## config.mk

```make
export PLATFORM = sky130hd
export DESIGN_NAME = serial_dma_status
export DESIGN_NICKNAME = d
export VERILOG_FILES = /design/src/pkg/dma_pkg.sv /design/src/core/serial_dma_status.sv /design/src/core/tx_fetch.sv
export SDC_FILE = /design/constraint.sdc
export NUM_CORES = 1
export LEC_CHECK = 0
export ABC_CLOCK_PERIOD_IN_PS = 2310
export CAP_MARGIN = 40
export CORE_MARGIN = 4
export CORE_UTILIZATION = 31
export DETAILED_ROUTE_END_ITERATION = 8
export DONT_BUFFER_PORTS = 1
export PLACE_DENSITY = 0.44
export SLEW_MARGIN = 20
export SYNTH_ARGS = -nofsm -noshare
export SYNTH_HDL_FRONTEND = slang
export SYNTH_SLANG_ARGS = --single-unit
```

## constraint.sdc

```tcl
create_clock -name clk -period 2.31 [get_ports clk]
set_input_delay 0.462 -clock clk [delete_from_list [all_inputs] [get_ports clk]]
set_output_delay 0.462 -clock clk [all_outputs]
set_load 0.01 [all_outputs]
```

## src/pkg/dma_pkg.sv

```systemverilog
// constants and types of the serial dual-buffer dma status block
// Overview of operation
// in uart mode a parity-marked byte into rx buffer a sets its parity flag
// overrun with no rx buffer loaded is held and passed to the next loaded buffer
// buffer b overrun flag set when b takes pending overrun; cleared on load or reset
// buffer a overrun flag set when a takes pending overrun; cleared on load or reset
// read-only flags show transmit buffer b or a as the active one
// read-only flags show receive buffer b or a as the active one
// each transmit buffer has a 14-bit writable start address
// each transmit buffer has a 14-bit writable address of its final byte
// tx address registers reset to 0x20000000, bit 29 fixed one, others zero
// read-only 14-bit offset to next byte fetched from active tx buffer
// tx offset clears when a tx buffer is loaded and on tx dma reset
// buffers a and b loaded together are processed a first, then b
// writing one loads a buffer, zero does nothing; cleared when its dma completes
// writing one to a dma reset bit resets that direction; bit self-clears
// tx engine fetches start plus offset up to last byte, then switches buffer
package dma_pkg;
   localparam int          ADDR_W          = 14;
   localparam int          IRQ_W           = 6;
   // register byte addresses
   localparam logic [31:0] TX_A_START_OFS  = 32'h4000c810;
   localparam logic [31:0] TX_A_LAST_OFS   = 32'h4000c814;
   localparam logic [31:0] TX_B_START_OFS  = 32'h4000c818;
   localparam logic [31:0] TX_B_LAST_OFS   = 32'h4000c81c;
   localparam logic [31:0] TX_OFFSET_OFS   = 32'h4000c828;
   localparam logic [31:0] BUF_STATE_OFS   = 32'h4000c82c;
   localparam logic [31:0] CTRL_OFS        = 32'h4000c830;
   localparam logic [31:0] IRQ_STATUS_OFS  = 32'h4000c834;
   localparam logic [31:0] IRQ_MASK_OFS    = 32'h4000c838;
   localparam logic [31:0] CONFIG_OFS      = 32'h4000c83c;
   // reset values
   localparam logic [31:0] TX_ADDR_FIXED   = 32'h20000000;
   localparam logic [13:0] TX_ADDR_RESET   = 14'h0000;
   localparam logic [5:0]  IRQ_RESET       = 6'h00;
   // buffer state bits
   localparam int          BS_RX_A_ACT     = 0;
   localparam int          BS_RX_B_ACT     = 1;
   localparam int          BS_TX_A_ACT     = 2;
   localparam int          BS_TX_B_ACT     = 3;
   localparam int          BS_RX_A_OVR     = 4;
   localparam int          BS_RX_B_OVR     = 5;
   localparam int          BS_RX_A_PAR     = 6;
   localparam int          BS_RX_B_PAR     = 7;
   // control bits
   localparam int          CTRL_RX_A_LOAD  = 0;
   localparam int          CTRL_RX_B_LOAD  = 1;
   localparam int          CTRL_TX_A_LOAD  = 2;
   localparam int          CTRL_TX_B_LOAD  = 3;
   localparam int          CTRL_RX_RST     = 4;
   localparam int          CTRL_TX_RST     = 5;
   // interrupt bits
   localparam int          IRQ_TX_A_DONE   = 0;
   localparam int          IRQ_TX_B_DONE   = 1;
   localparam int          IRQ_RX_A_DONE   = 2;
   localparam int          IRQ_RX_B_DONE   = 3;
   localparam int          IRQ_OVERRUN     = 4;
   localparam int          IRQ_PARITY      = 5;
   localparam int          CFG_UART        = 0;
   typedef enum logic [1:0] {FETCH_IDLE, FETCH_ASK, FETCH_WAIT} fetch_state_t;
endpackage

```

## src/core/serial_dma_status.sv

```systemverilog
// dual-buffer dma status, transmit addressing and avalon register slave
//
// Local design decision: register access over Avalon-MM.
`timescale 1ns/10ps
module serial_dma_status (
   input  wire logic                      clk,
   input  wire logic                      rstn,
   input  wire logic [31:0]               avs_address,
   input  wire logic                      avs_read,
   input  wire logic                      avs_write,
   input  wire logic [31:0]               avs_writedata,
   input  wire logic [3:0]                avs_byteenable,
   output logic [31:0]                    avs_readdata,
   output logic                           avs_waitrequest,
   output logic                           irq,
   input  wire logic                      rx_byte_valid,
   input  wire logic                      rx_byte_parity_err,
   output logic                           rx_byte_ready,
   input  wire logic                      rx_fifo_full,
   input  wire logic                      rx_buf_end,
   output logic                           mem_rd_req,
   output logic [dma_pkg::ADDR_W-1:0]     mem_rd_addr,
   input  wire logic                      mem_rd_ack,
   input  wire logic [7:0]                mem_rd_data,
   output logic [7:0]                     tx_data,
   output logic                           tx_data_valid,
   input  wire logic                      tx_data_ready
);
   import dma_pkg::*;

   typedef struct packed {
      logic                ack;
      logic [31:0]         rdata;
      logic [ADDR_W-1:0]   a_start;
      logic [ADDR_W-1:0]   a_last;
      logic [ADDR_W-1:0]   b_start;
      logic [ADDR_W-1:0]   b_last;
      logic                tx_a_load;
      logic                tx_b_load;
      logic                tx_run;
      logic                tx_sel;
      logic                tx_go;
      logic                tx_clr;
      logic                rx_a_load;
      logic                rx_b_load;
      logic                rx_sel;
      logic                a_par;
      logic                b_par;
      logic                a_ovr;
      logic                b_ovr;
      logic                ovr_pend;
      logic                ovr_tgt_ok;
      logic                ovr_tgt;
      logic [IRQ_W-1:0]    irq_st;
      logic [IRQ_W-1:0]    irq_mask;
      logic                uart;
   } core_t;

   core_t q;
   core_t d;

   logic [ADDR_W-1:0] tx_offset;
   logic              tx_done;
   logic              req;
   logic              take;
   logic              wr;
   logic              rd;
   logic [31:0]       rmux;
   logic [7:0]        bstate;
   logic              rx_take;
   logic              rx_cur_b;
   logic [IRQ_W-1:0]  ev;

   // byte-enabled write of a 14-bit field
   function automatic logic [ADDR_W-1:0] merge14(input logic [ADDR_W-1:0] old,
                                                  input logic [31:0]       wd,
                                                  input logic [3:0]        be);
      logic [ADDR_W-1:0] r;
      r = old;
      if (be[0]) begin
         r[7:0] = wd[7:0];
      end
      if (be[1]) begin
         r[13:8] = wd[13:8];
      end
      return r;
   endfunction

   // address match for one register
   function automatic logic hit(input logic [31:0] a, input logic [31:0] ofs);
      return (a == ofs);
   endfunction

   // bus handshake: answer one cycle after request
   assign req             = avs_read | avs_write;
   assign avs_waitrequest = req & ~q.ack;
   assign take            = req & q.ack;
   assign wr              = take & avs_write;
   assign rd              = take & avs_read;
   assign avs_readdata    = q.rdata;
   assign irq             = |(q.irq_st & q.irq_mask);

   // receive side: current buffer and byte acceptance
   assign rx_cur_b      = q.rx_sel;
   assign rx_byte_ready = q.rx_a_load | q.rx_b_load;
   assign rx_take       = rx_byte_valid & rx_byte_ready;

   // tx active flags
   // rx active flags
   always_comb begin
      bstate              = 8'h00;
      bstate[BS_RX_A_ACT] = q.rx_a_load & ~rx_cur_b;
      bstate[BS_RX_B_ACT] = q.rx_b_load & rx_cur_b;
      bstate[BS_TX_A_ACT] = q.tx_run & ~q.tx_sel;
      bstate[BS_TX_B_ACT] = q.tx_run & q.tx_sel;
      bstate[BS_RX_A_OVR] = q.a_ovr;
      bstate[BS_RX_B_OVR] = q.b_ovr;
      bstate[BS_RX_A_PAR] = q.a_par;
      bstate[BS_RX_B_PAR] = q.b_par;
   end

   // read multiplexer, unmapped reads give zero
   always_comb begin
      rmux = 32'h00000000;
      // fixed upper bits on address registers
      if (hit(avs_address, TX_A_START_OFS)) begin
         rmux = TX_ADDR_FIXED | {18'h0, q.a_start};
      end else if (hit(avs_address, TX_A_LAST_OFS)) begin
         rmux = TX_ADDR_FIXED | {18'h0, q.a_last};
      end else if (hit(avs_address, TX_B_START_OFS)) begin
         rmux = TX_ADDR_FIXED | {18'h0, q.b_start};
      end else if (hit(avs_address, TX_B_LAST_OFS)) begin
         rmux = TX_ADDR_FIXED | {18'h0, q.b_last};
      end else if (hit(avs_address, TX_OFFSET_OFS)) begin
         // zero from load write until the buffer runs
         rmux = (q.tx_run & ~q.tx_go) ? {18'h0, tx_offset} : 32'h0;
      end else if (hit(avs_address, BUF_STATE_OFS)) begin
         rmux = {24'h0, bstate};
      end else if (hit(avs_address, CTRL_OFS)) begin
         // load bits read back as pending or active
         rmux = {28'h0, q.tx_b_load, q.tx_a_load, q.rx_b_load, q.rx_a_load};
      end else if (hit(avs_address, IRQ_STATUS_OFS)) begin
         rmux = {26'h0, q.irq_st};
      end else if (hit(avs_address, IRQ_MASK_OFS)) begin
         rmux = {26'h0, q.irq_mask};
      end else if (hit(avs_address, CONFIG_OFS)) begin
         rmux = {31'h0, q.uart};
      end
   end

   // next state of registers, buffers and flags
   always_comb begin
      logic ctl_wr;
      logic rx_rst;
      logic tx_rst;
      logic set_ra;
      logic set_rb;
      logic set_ta;
      logic set_tb;
      ctl_wr = wr & hit(avs_address, CTRL_OFS) & avs_byteenable[0];
      rx_rst = ctl_wr & avs_writedata[CTRL_RX_RST];
      tx_rst = ctl_wr & avs_writedata[CTRL_TX_RST];
      set_ra = ctl_wr & avs_writedata[CTRL_RX_A_LOAD];
      set_rb = ctl_wr & avs_writedata[CTRL_RX_B_LOAD];
      set_ta = ctl_wr & avs_writedata[CTRL_TX_A_LOAD];
      set_tb = ctl_wr & avs_writedata[CTRL_TX_B_LOAD];
      ev     = '0;
      d      = q;
      d.ack  = req & ~q.ack;
      if (avs_read & ~q.ack) begin
         d.rdata = rmux;
      end
      // start address fields
      if (wr & hit(avs_address, TX_A_START_OFS)) begin
         d.a_start = merge14(q.a_start, avs_writedata, avs_byteenable);
      end
      if (wr & hit(avs_address, TX_B_START_OFS)) begin
         d.b_start = merge14(q.b_start, avs_writedata, avs_byteenable);
      end
      // last byte address fields
      if (wr & hit(avs_address, TX_A_LAST_OFS)) begin
         d.a_last = merge14(q.a_last, avs_writedata, avs_byteenable);
      end
      if (wr & hit(avs_address, TX_B_LAST_OFS)) begin
         d.b_last = merge14(q.b_last, avs_writedata, avs_byteenable);
      end
      if (wr & hit(avs_address, IRQ_MASK_OFS) & avs_byteenable[0]) begin
         d.irq_mask = avs_writedata[IRQ_W-1:0];
      end
      if (wr & hit(avs_address, CONFIG_OFS) & avs_byteenable[0]) begin
         d.uart = avs_writedata[CFG_UART];
      end

      // transmit buffer sequencing
      d.tx_go  = 1'b0;
      d.tx_clr = tx_rst;
      // completion clears the load bit
      if (tx_done & q.tx_run) begin
         d.tx_run = 1'b0;
         if (q.tx_sel) begin
            d.tx_b_load       = 1'b0;
            ev[IRQ_TX_B_DONE] = 1'b1;
         end else begin
            d.tx_a_load       = 1'b0;
            ev[IRQ_TX_A_DONE] = 1'b1;
         end
      end
      // buffer a wins when both wait
      if (~q.tx_run & ~q.tx_go & (q.tx_a_load | q.tx_b_load)) begin
         d.tx_sel = ~q.tx_a_load;
         d.tx_run = 1'b1;
         d.tx_go  = 1'b1;
      end
      // writing one loads, zero ignored
      if (set_ta) begin
         d.tx_a_load = 1'b1;
      end
      if (set_tb) begin
         d.tx_b_load = 1'b1;
      end
      // transmit reset, bit not stored
      if (tx_rst) begin
         d.tx_a_load = 1'b0;
         d.tx_b_load = 1'b0;
         d.tx_run    = 1'b0;
         d.tx_go     = 1'b0;
      end

      // receive buffer sequencing
      if (rx_buf_end & rx_byte_ready) begin
         if (rx_cur_b) begin
            d.rx_b_load       = 1'b0;
            ev[IRQ_RX_B_DONE] = 1'b1;
         end else begin
            d.rx_a_load       = 1'b0;
            ev[IRQ_RX_A_DONE] = 1'b1;
         end
         d.rx_sel = ~q.rx_sel;
      end
      // from idle, a is taken first
      if (~rx_byte_ready & (set_ra | set_rb)) begin
         d.rx_sel = ~set_ra;
      end
      // overrun held while nothing is loaded
      if (~rx_byte_ready & rx_fifo_full) begin
         d.ovr_pend = 1'b1;
      end
      // the next loaded buffer is the target
      if ((q.ovr_pend | (~rx_byte_ready & rx_fifo_full)) & ~q.ovr_tgt_ok & ~rx_byte_ready
          & (set_ra | set_rb)) begin
         d.ovr_tgt_ok = 1'b1;
         d.ovr_tgt    = ~set_ra;
      end
      // flags clear when their buffer is loaded again
      if (set_ra) begin
         d.rx_a_load = 1'b1;
         d.a_par     = 1'b0;
         d.a_ovr     = 1'b0;
      end
      if (set_rb) begin
         d.rx_b_load = 1'b1;
         d.b_par     = 1'b0;
         d.b_ovr     = 1'b0;
      end
      // parity flag in uart mode only
      if (rx_take & rx_byte_parity_err & q.uart) begin
         ev[IRQ_PARITY] = 1'b1;
         if (rx_cur_b) begin
            d.b_par = 1'b1;
         end else begin
            d.a_par = 1'b1;
         end
      end
      // b takes the pending overrun
      // a takes the pending overrun
      if (rx_take & q.ovr_pend & q.ovr_tgt_ok & (q.ovr_tgt == rx_cur_b)) begin
         ev[IRQ_OVERRUN] = 1'b1;
         d.ovr_pend      = 1'b0;
         d.ovr_tgt_ok    = 1'b0;
         if (rx_cur_b) begin
            d.b_ovr = 1'b1;
         end else begin
            d.a_ovr = 1'b1;
         end
      end
      // receive reset, bit not stored
      if (rx_rst) begin
         d.rx_a_load  = 1'b0;
         d.rx_b_load  = 1'b0;
         d.rx_sel     = 1'b0;
         d.a_par      = 1'b0;
         d.b_par      = 1'b0;
         d.a_ovr      = 1'b0;
         d.b_ovr      = 1'b0;
         d.ovr_pend   = 1'b0;
         d.ovr_tgt_ok = 1'b0;
      end

      // sticky events; a read clears only what it returned, set wins
      if (rd & hit(avs_address, IRQ_STATUS_OFS)) begin
         d.irq_st = q.irq_st & ~q.rdata[IRQ_W-1:0];
      end
      d.irq_st = d.irq_st | ev;
   end

   // state register
   always_ff @(posedge clk or negedge rstn) begin
      if (!rstn) begin
         q          <= '0;
         q.a_start  <= TX_ADDR_RESET;
         q.a_last   <= TX_ADDR_RESET;
         q.b_start  <= TX_ADDR_RESET;
         q.b_last   <= TX_ADDR_RESET;
         q.irq_st   <= IRQ_RESET;
         q.irq_mask <= IRQ_RESET;
      end else begin
         q <= d;
      end
   end

   // transmit fetch engine, started per buffer
   tx_fetch u_fetch (
      .clk           (clk),
      .rstn          (rstn),
      .clear         (q.tx_clr),
      .start         (q.tx_go),
      .base          (q.tx_sel ? q.b_start : q.a_start),
      .last          (q.tx_sel ? q.b_last : q.a_last),
      .mem_rd_req    (mem_rd_req),
      .mem_rd_addr   (mem_rd_addr),
      .mem_rd_ack    (mem_rd_ack),
      .mem_rd_data   (mem_rd_data),
      .tx_data       (tx_data),
      .tx_data_valid (tx_data_valid),
      .tx_data_ready (tx_data_ready),
      .done          (tx_done),
      .offset        (tx_offset)
   );
endmodule

```

## src/core/tx_fetch.sv

```systemverilog
// transmit byte fetch engine with offset counter
`timescale 1ns/10ps
module tx_fetch (
   input  wire logic                      clk,
   input  wire logic                      rstn,
   input  wire logic                      clear,
   input  wire logic                      start,
   input  wire logic [dma_pkg::ADDR_W-1:0] base,
   input  wire logic [dma_pkg::ADDR_W-1:0] last,
   output logic                           mem_rd_req,
   output logic [dma_pkg::ADDR_W-1:0]     mem_rd_addr,
   input  wire logic                      mem_rd_ack,
   input  wire logic [7:0]                mem_rd_data,
   output logic [7:0]                     tx_data,
   output logic                           tx_data_valid,
   input  wire logic                      tx_data_ready,
   output logic                           done,
   output logic [dma_pkg::ADDR_W-1:0]     offset
);
   import dma_pkg::*;

   typedef struct packed {
      fetch_state_t        st;
      logic [ADDR_W-1:0]   base;
      logic [ADDR_W-1:0]   last;
      logic [ADDR_W-1:0]   ofs;
      logic [ADDR_W-1:0]   addr;
      logic [7:0]          data;
      logic                valid;
      logic                done;
   } fetch_t;

   fetch_t q;
   fetch_t d;

   // next-state of the fetch sequence
   always_comb begin
      d       = q;
      d.valid = 1'b0;
      d.done  = 1'b0;
      unique case (q.st)
         FETCH_IDLE: begin
         end
         FETCH_ASK: begin
            // request start plus offset
            if (tx_data_ready) begin
               d.addr = q.base + q.ofs;
               d.st   = FETCH_WAIT;
            end
         end
         FETCH_WAIT: begin
            if (mem_rd_ack) begin
               d.data  = mem_rd_data;
               d.valid = 1'b1;
               // stop after the last byte
               if (q.addr == q.last) begin
                  d.done = 1'b1;
                  d.st   = FETCH_IDLE;
               end else begin
                  d.ofs = q.ofs + 14'h0001;
                  d.st  = FETCH_ASK;
               end
            end
         end
      endcase
      // offset cleared on buffer load
      if (start) begin
         d.base = base;
         d.last = last;
         d.ofs  = '0;
         d.st   = FETCH_ASK;
      end
      // offset cleared on dma reset
      if (clear) begin
         d.ofs = '0;
         d.st  = FETCH_IDLE;
      end
   end

   // state register
   always_ff @(posedge clk or negedge rstn) begin
      if (!rstn) begin
         q <= '{st: FETCH_IDLE, default: '0};
      end else begin
         q <= d;
      end
   end

   assign mem_rd_req    = (q.st == FETCH_WAIT);
   assign mem_rd_addr   = q.addr;
   assign tx_data       = q.data;
   assign tx_data_valid = q.valid;
   assign done          = q.done;
   // offset of next byte
   assign offset        = q.ofs;
endmodule

```

==> results_dict.tcl <==
set metrics [dict create \
    final.min_clock_period_ns 2.21 \
    detailed_place_hpwl_um 19400 \
    timing_hold_violations_final 169 \
    detailedPlace.worstSlack_ns -0.0470 \
    crit_path_start_kind "flop" \
    cp-endpoint "u_fetch.mem_rd_addr[12]" \
    ys_top_cells_by_area "dfrtp_1, mux2_2, buf_4, mux2i_1, a21oi_1" \
    worst_slack_ns 0.105 \
    grt_first_pass_wirelength_um 40600 \
    grt_antenna_before_repair 0 \
    power.internal_mw 5.95 \
    violated_checks "hold timing" \
    postSynth.asyncResetShare 1.00 \
    ys_warn_count 0 \
    r2r_setup_slack_ns 0.10 \
    synthMostInstantiatedCell "dfrtp_1" \
    worst-endpoint-arrival_ns 2.53 \
    die_w_um 179 \
    vias 6638 \
    timing.critical_path.from "u_fetch.offset[0]" \
    ir_drop_mv 0.444 \
    worst_r2r_path_depth 11 \
    setup_tns_ns 0 \
    drt-total-wl_um 26500 \
    finalCritPeriodShare 0.955 \
    placementRows 62 \
    netlist_area_um2 9030 \
    post_drt_via_cell_ratio 5.16 \
    postSynth.topFlopCell "dfrtp_1" \
    cts.clk_slew.worst_paths_ns 0.08 \
    clockRootBuffer "clkbuf_16" \
    initial_utilization 0.315 \
    number_of_buffers_created_by_cts 17 \
    achievable-frequency_mhz 454 \
    seq_power_share 0.447 \
    detail_route.first_pass.iterations 5 \
    finish.cell_count_without_fillers 1286 \
    timing.critical_path.to_type "flop" \
    total_switching_power_mw 3.06 \
    run_status "complete, but fails checks" \
    drc_errors 0 \
    tritoncts_num_sinks 169 \
    gp_congestion 0.780 \
    worstSetupPathType "flop to flop" \
    htree_levels 4 \
    dieArea_um2 31900 \
    post_synth.cell_area_avg_um2 10.3 \
    ys_types 64 \
    global_route.overflow_total 0 \
    critical_register_to_register_path_startpoint "u_fetch.offset[0]" \
    slew_headroom 0.598 \
    port_buffers 0 \
    critical_path_required_ns 2.63 \
    power.density_cell_area_nw_per_um2 884 \
    drive_above_1_share 0.203 \
    first_global_vias 6671 \
    design.core.area_um2 28700 \
    clk-insertion-delay-late_ns 0.43 \
    clock_skew_ns 0.0169 \
    io-pin-count 145 \
    drv_cap 0 \
    syn-instance-count 873 \
    power_frac_clock 0.311 \
    worst-path-max-fanout 2 \
    pwr-share-comb 0.242 \
    grt_use_total 0.168 \
    yosys_register_bits 169 \
    power_switching_share 0.340 \
    filler_cell_count 2924 \
    min_path_type "input port to async pin" \
    unrepaired_setup_endpoints_after_global_routing "false" \
    r2r-end "u_fetch.mem_rd_addr[12]" \
    post-synth-top-area-fraction 0.468 \
    setup_viol 0 \
    ys_seq_area_frac 0.468 \
    floorplan.die.height_um 179 \
    cts.path.max_buffers 2 \
    dp_cells 1253 \
    drtAntennaViolNets 0 \
    p_leak_nw 4.65 \
    grt_max_degree 170 \
    hold-worst-slack_ns -0.277 \
    antenna_cells_inserted 0 \
    timing_max_transition_violations_final 0 \
    tritoncts "yes" \
    synth_area_leader "dfrtp_1" \
    tightest_slew_ns 0.602 \
    flow.area_growth_from_synthesis_pct 13.0 \
    routed_wire_length_per_instance_um 20.6 \
    netlist_top_cells_count "dfrtp_1, nand2_1, nor2_1, mux2_2" \
    final_nets 992 \
    synth-edff-count 0 \
    detail_route.iter0.violations 413 \
]
-- cell type report --
type / count / area (um^2) / share of cell area
Tap cell: 384 / 480 / 0.0471
Sequential cell: 169 / 4230 / 0.415
Inverter: 20 / 75.1 / 0.00736
Clock buffer: 20 / 457 / 0.0448
Clock inverter: 12 / 104 / 0.0102
Timing Repair Buffer: 70 / 613 / 0.0601
Multi-Input combinational cell: 611 / 4240 / 0.415
-- timing repair --
item	in CTS	in global routing
endpoints found under the setup margin	0	1
resized for setup	0	2
setup buffers	0	1
hold endpoints to repair	169	169
-- worst max-delay path, stage by stage (launching register included) --
cell and delay [ns]:
dfrtp_1 0.39, ha_1 0.21, inv_1 0.07, fa_2 0.20, nor2b_1 0.06, o31ai_1 0.22
buf_4 0.16, a211oi_1 0.05, buf_4 0.15, o31ai_2 0.25, nor3_1 0.08, a221o_1 0.26
-- power by group through the flow --
stage	Combinational, mW	Clock (mW)	Sequential, mW
global route	2.49	3.02	4.10
global placement	2.15	0	4.09
floorplan	1.89	0	3.84
detailed placement	2.19	0	4.09
CTS	2.20	2.88	4.04
finish	2.18	2.81	4.02
-- logic make-up (layout without fill, tap and decap cells) --
logic type | Yosys count | count (layout) | synth area share
flip-flops | 169 | 169 | 0.468
multiplexers | 98 | 98 | 0.118
AO/OA/AOI/OAI | 197 | 197 | 0.146
other | 1 | 17 | 0.000415
adder cells (fa/ha/maj) | 17 | 17 | 0.0244
AND/OR/NAND/NOR | 256 | 256 | 0.148
XOR/XNOR | 26 | 26 | 0.0252
buffers and inverters | 109 | 122 | 0.0703
-- per-layer routing --
metal / share of wire / track usage / up-vias
li1: - / - / 3156
met1: 0.45 / 0.227 / 3318
met2: 0.48 / 0.272 / 147
met3: 0.058 / 0.0435 / 17
met4: 0.012 / 0.0361 / 0
met5: 0 / 0 / -
-- sequential cells by signal (all words and copies together) (netlist names) --
name and flops:
u_fetch.q 30, bstate 4, q 81, u_fetch.mem_rd_addr 14, u_fetch.tx_data 8, u_fetch.tx_data_valid 1
u_fetch.done 1, u_fetch.offset 14, rx_cur_b 1, avs_readdata 15
-- cells in the final DEF, fill, tap and decap left out, types with 5 or more instances in the layout --
cell and count:
buf_12 7, xnor2_1 5, nand2b_1 6, ha_1 16
o311ai_0 7, a21oi_1 58, or3_1 12, nor4_1 7
a221oi_1 5, nand4_1 10, nor3_1 14, a22oi_1 23
inv_1 19, clkbuf_16 17, a31oi_1 10, conb_1 17
mux2_2 64, nand2_1 70, nand3_1 15, dfrtp_1 167
a211oi_1 5, o21ai_0 32, o31ai_1 10, a221o_1 5
a21o_1 11, xor2_1 21, mux2i_1 34, buf_4 63
and2_1 10, a222oi_1 7, nor2_1 68, and3_1 13
-- worst min-delay path by stage --
stage	from	end	slack, ns	depth (start not counted)
after floorplan	rstn	avs_readdata[0]	0.17	0
after global placement	rstn	u_fetch.q[48]	0.18	0
after detailed placement	rstn	u_fetch.mem_rd_addr[10]	0.18	0
after CTS	rstn	u_fetch.mem_rd_addr[10]	-0.29	0
after global routing	rstn	u_fetch.mem_rd_addr[10]	-0.31	0
final	rstn	u_fetch.mem_rd_addr[12]	-0.28	0
-- metrics by stage --
stage / cell area, um^2 / util / power (mW)
floorplan: 9090 / - / 5.74
global placement: 9620 / 0.335 / 6.25
detailed placement: 9620 / 0.335 / 6.27
CTS: 10200 / 0.355 / 9.12
global route: 10200 / 0.355 / 9.62
finish: 10200 / 0.355 / 9.01
Note: power is estimated with default switching activity, not from simulation.
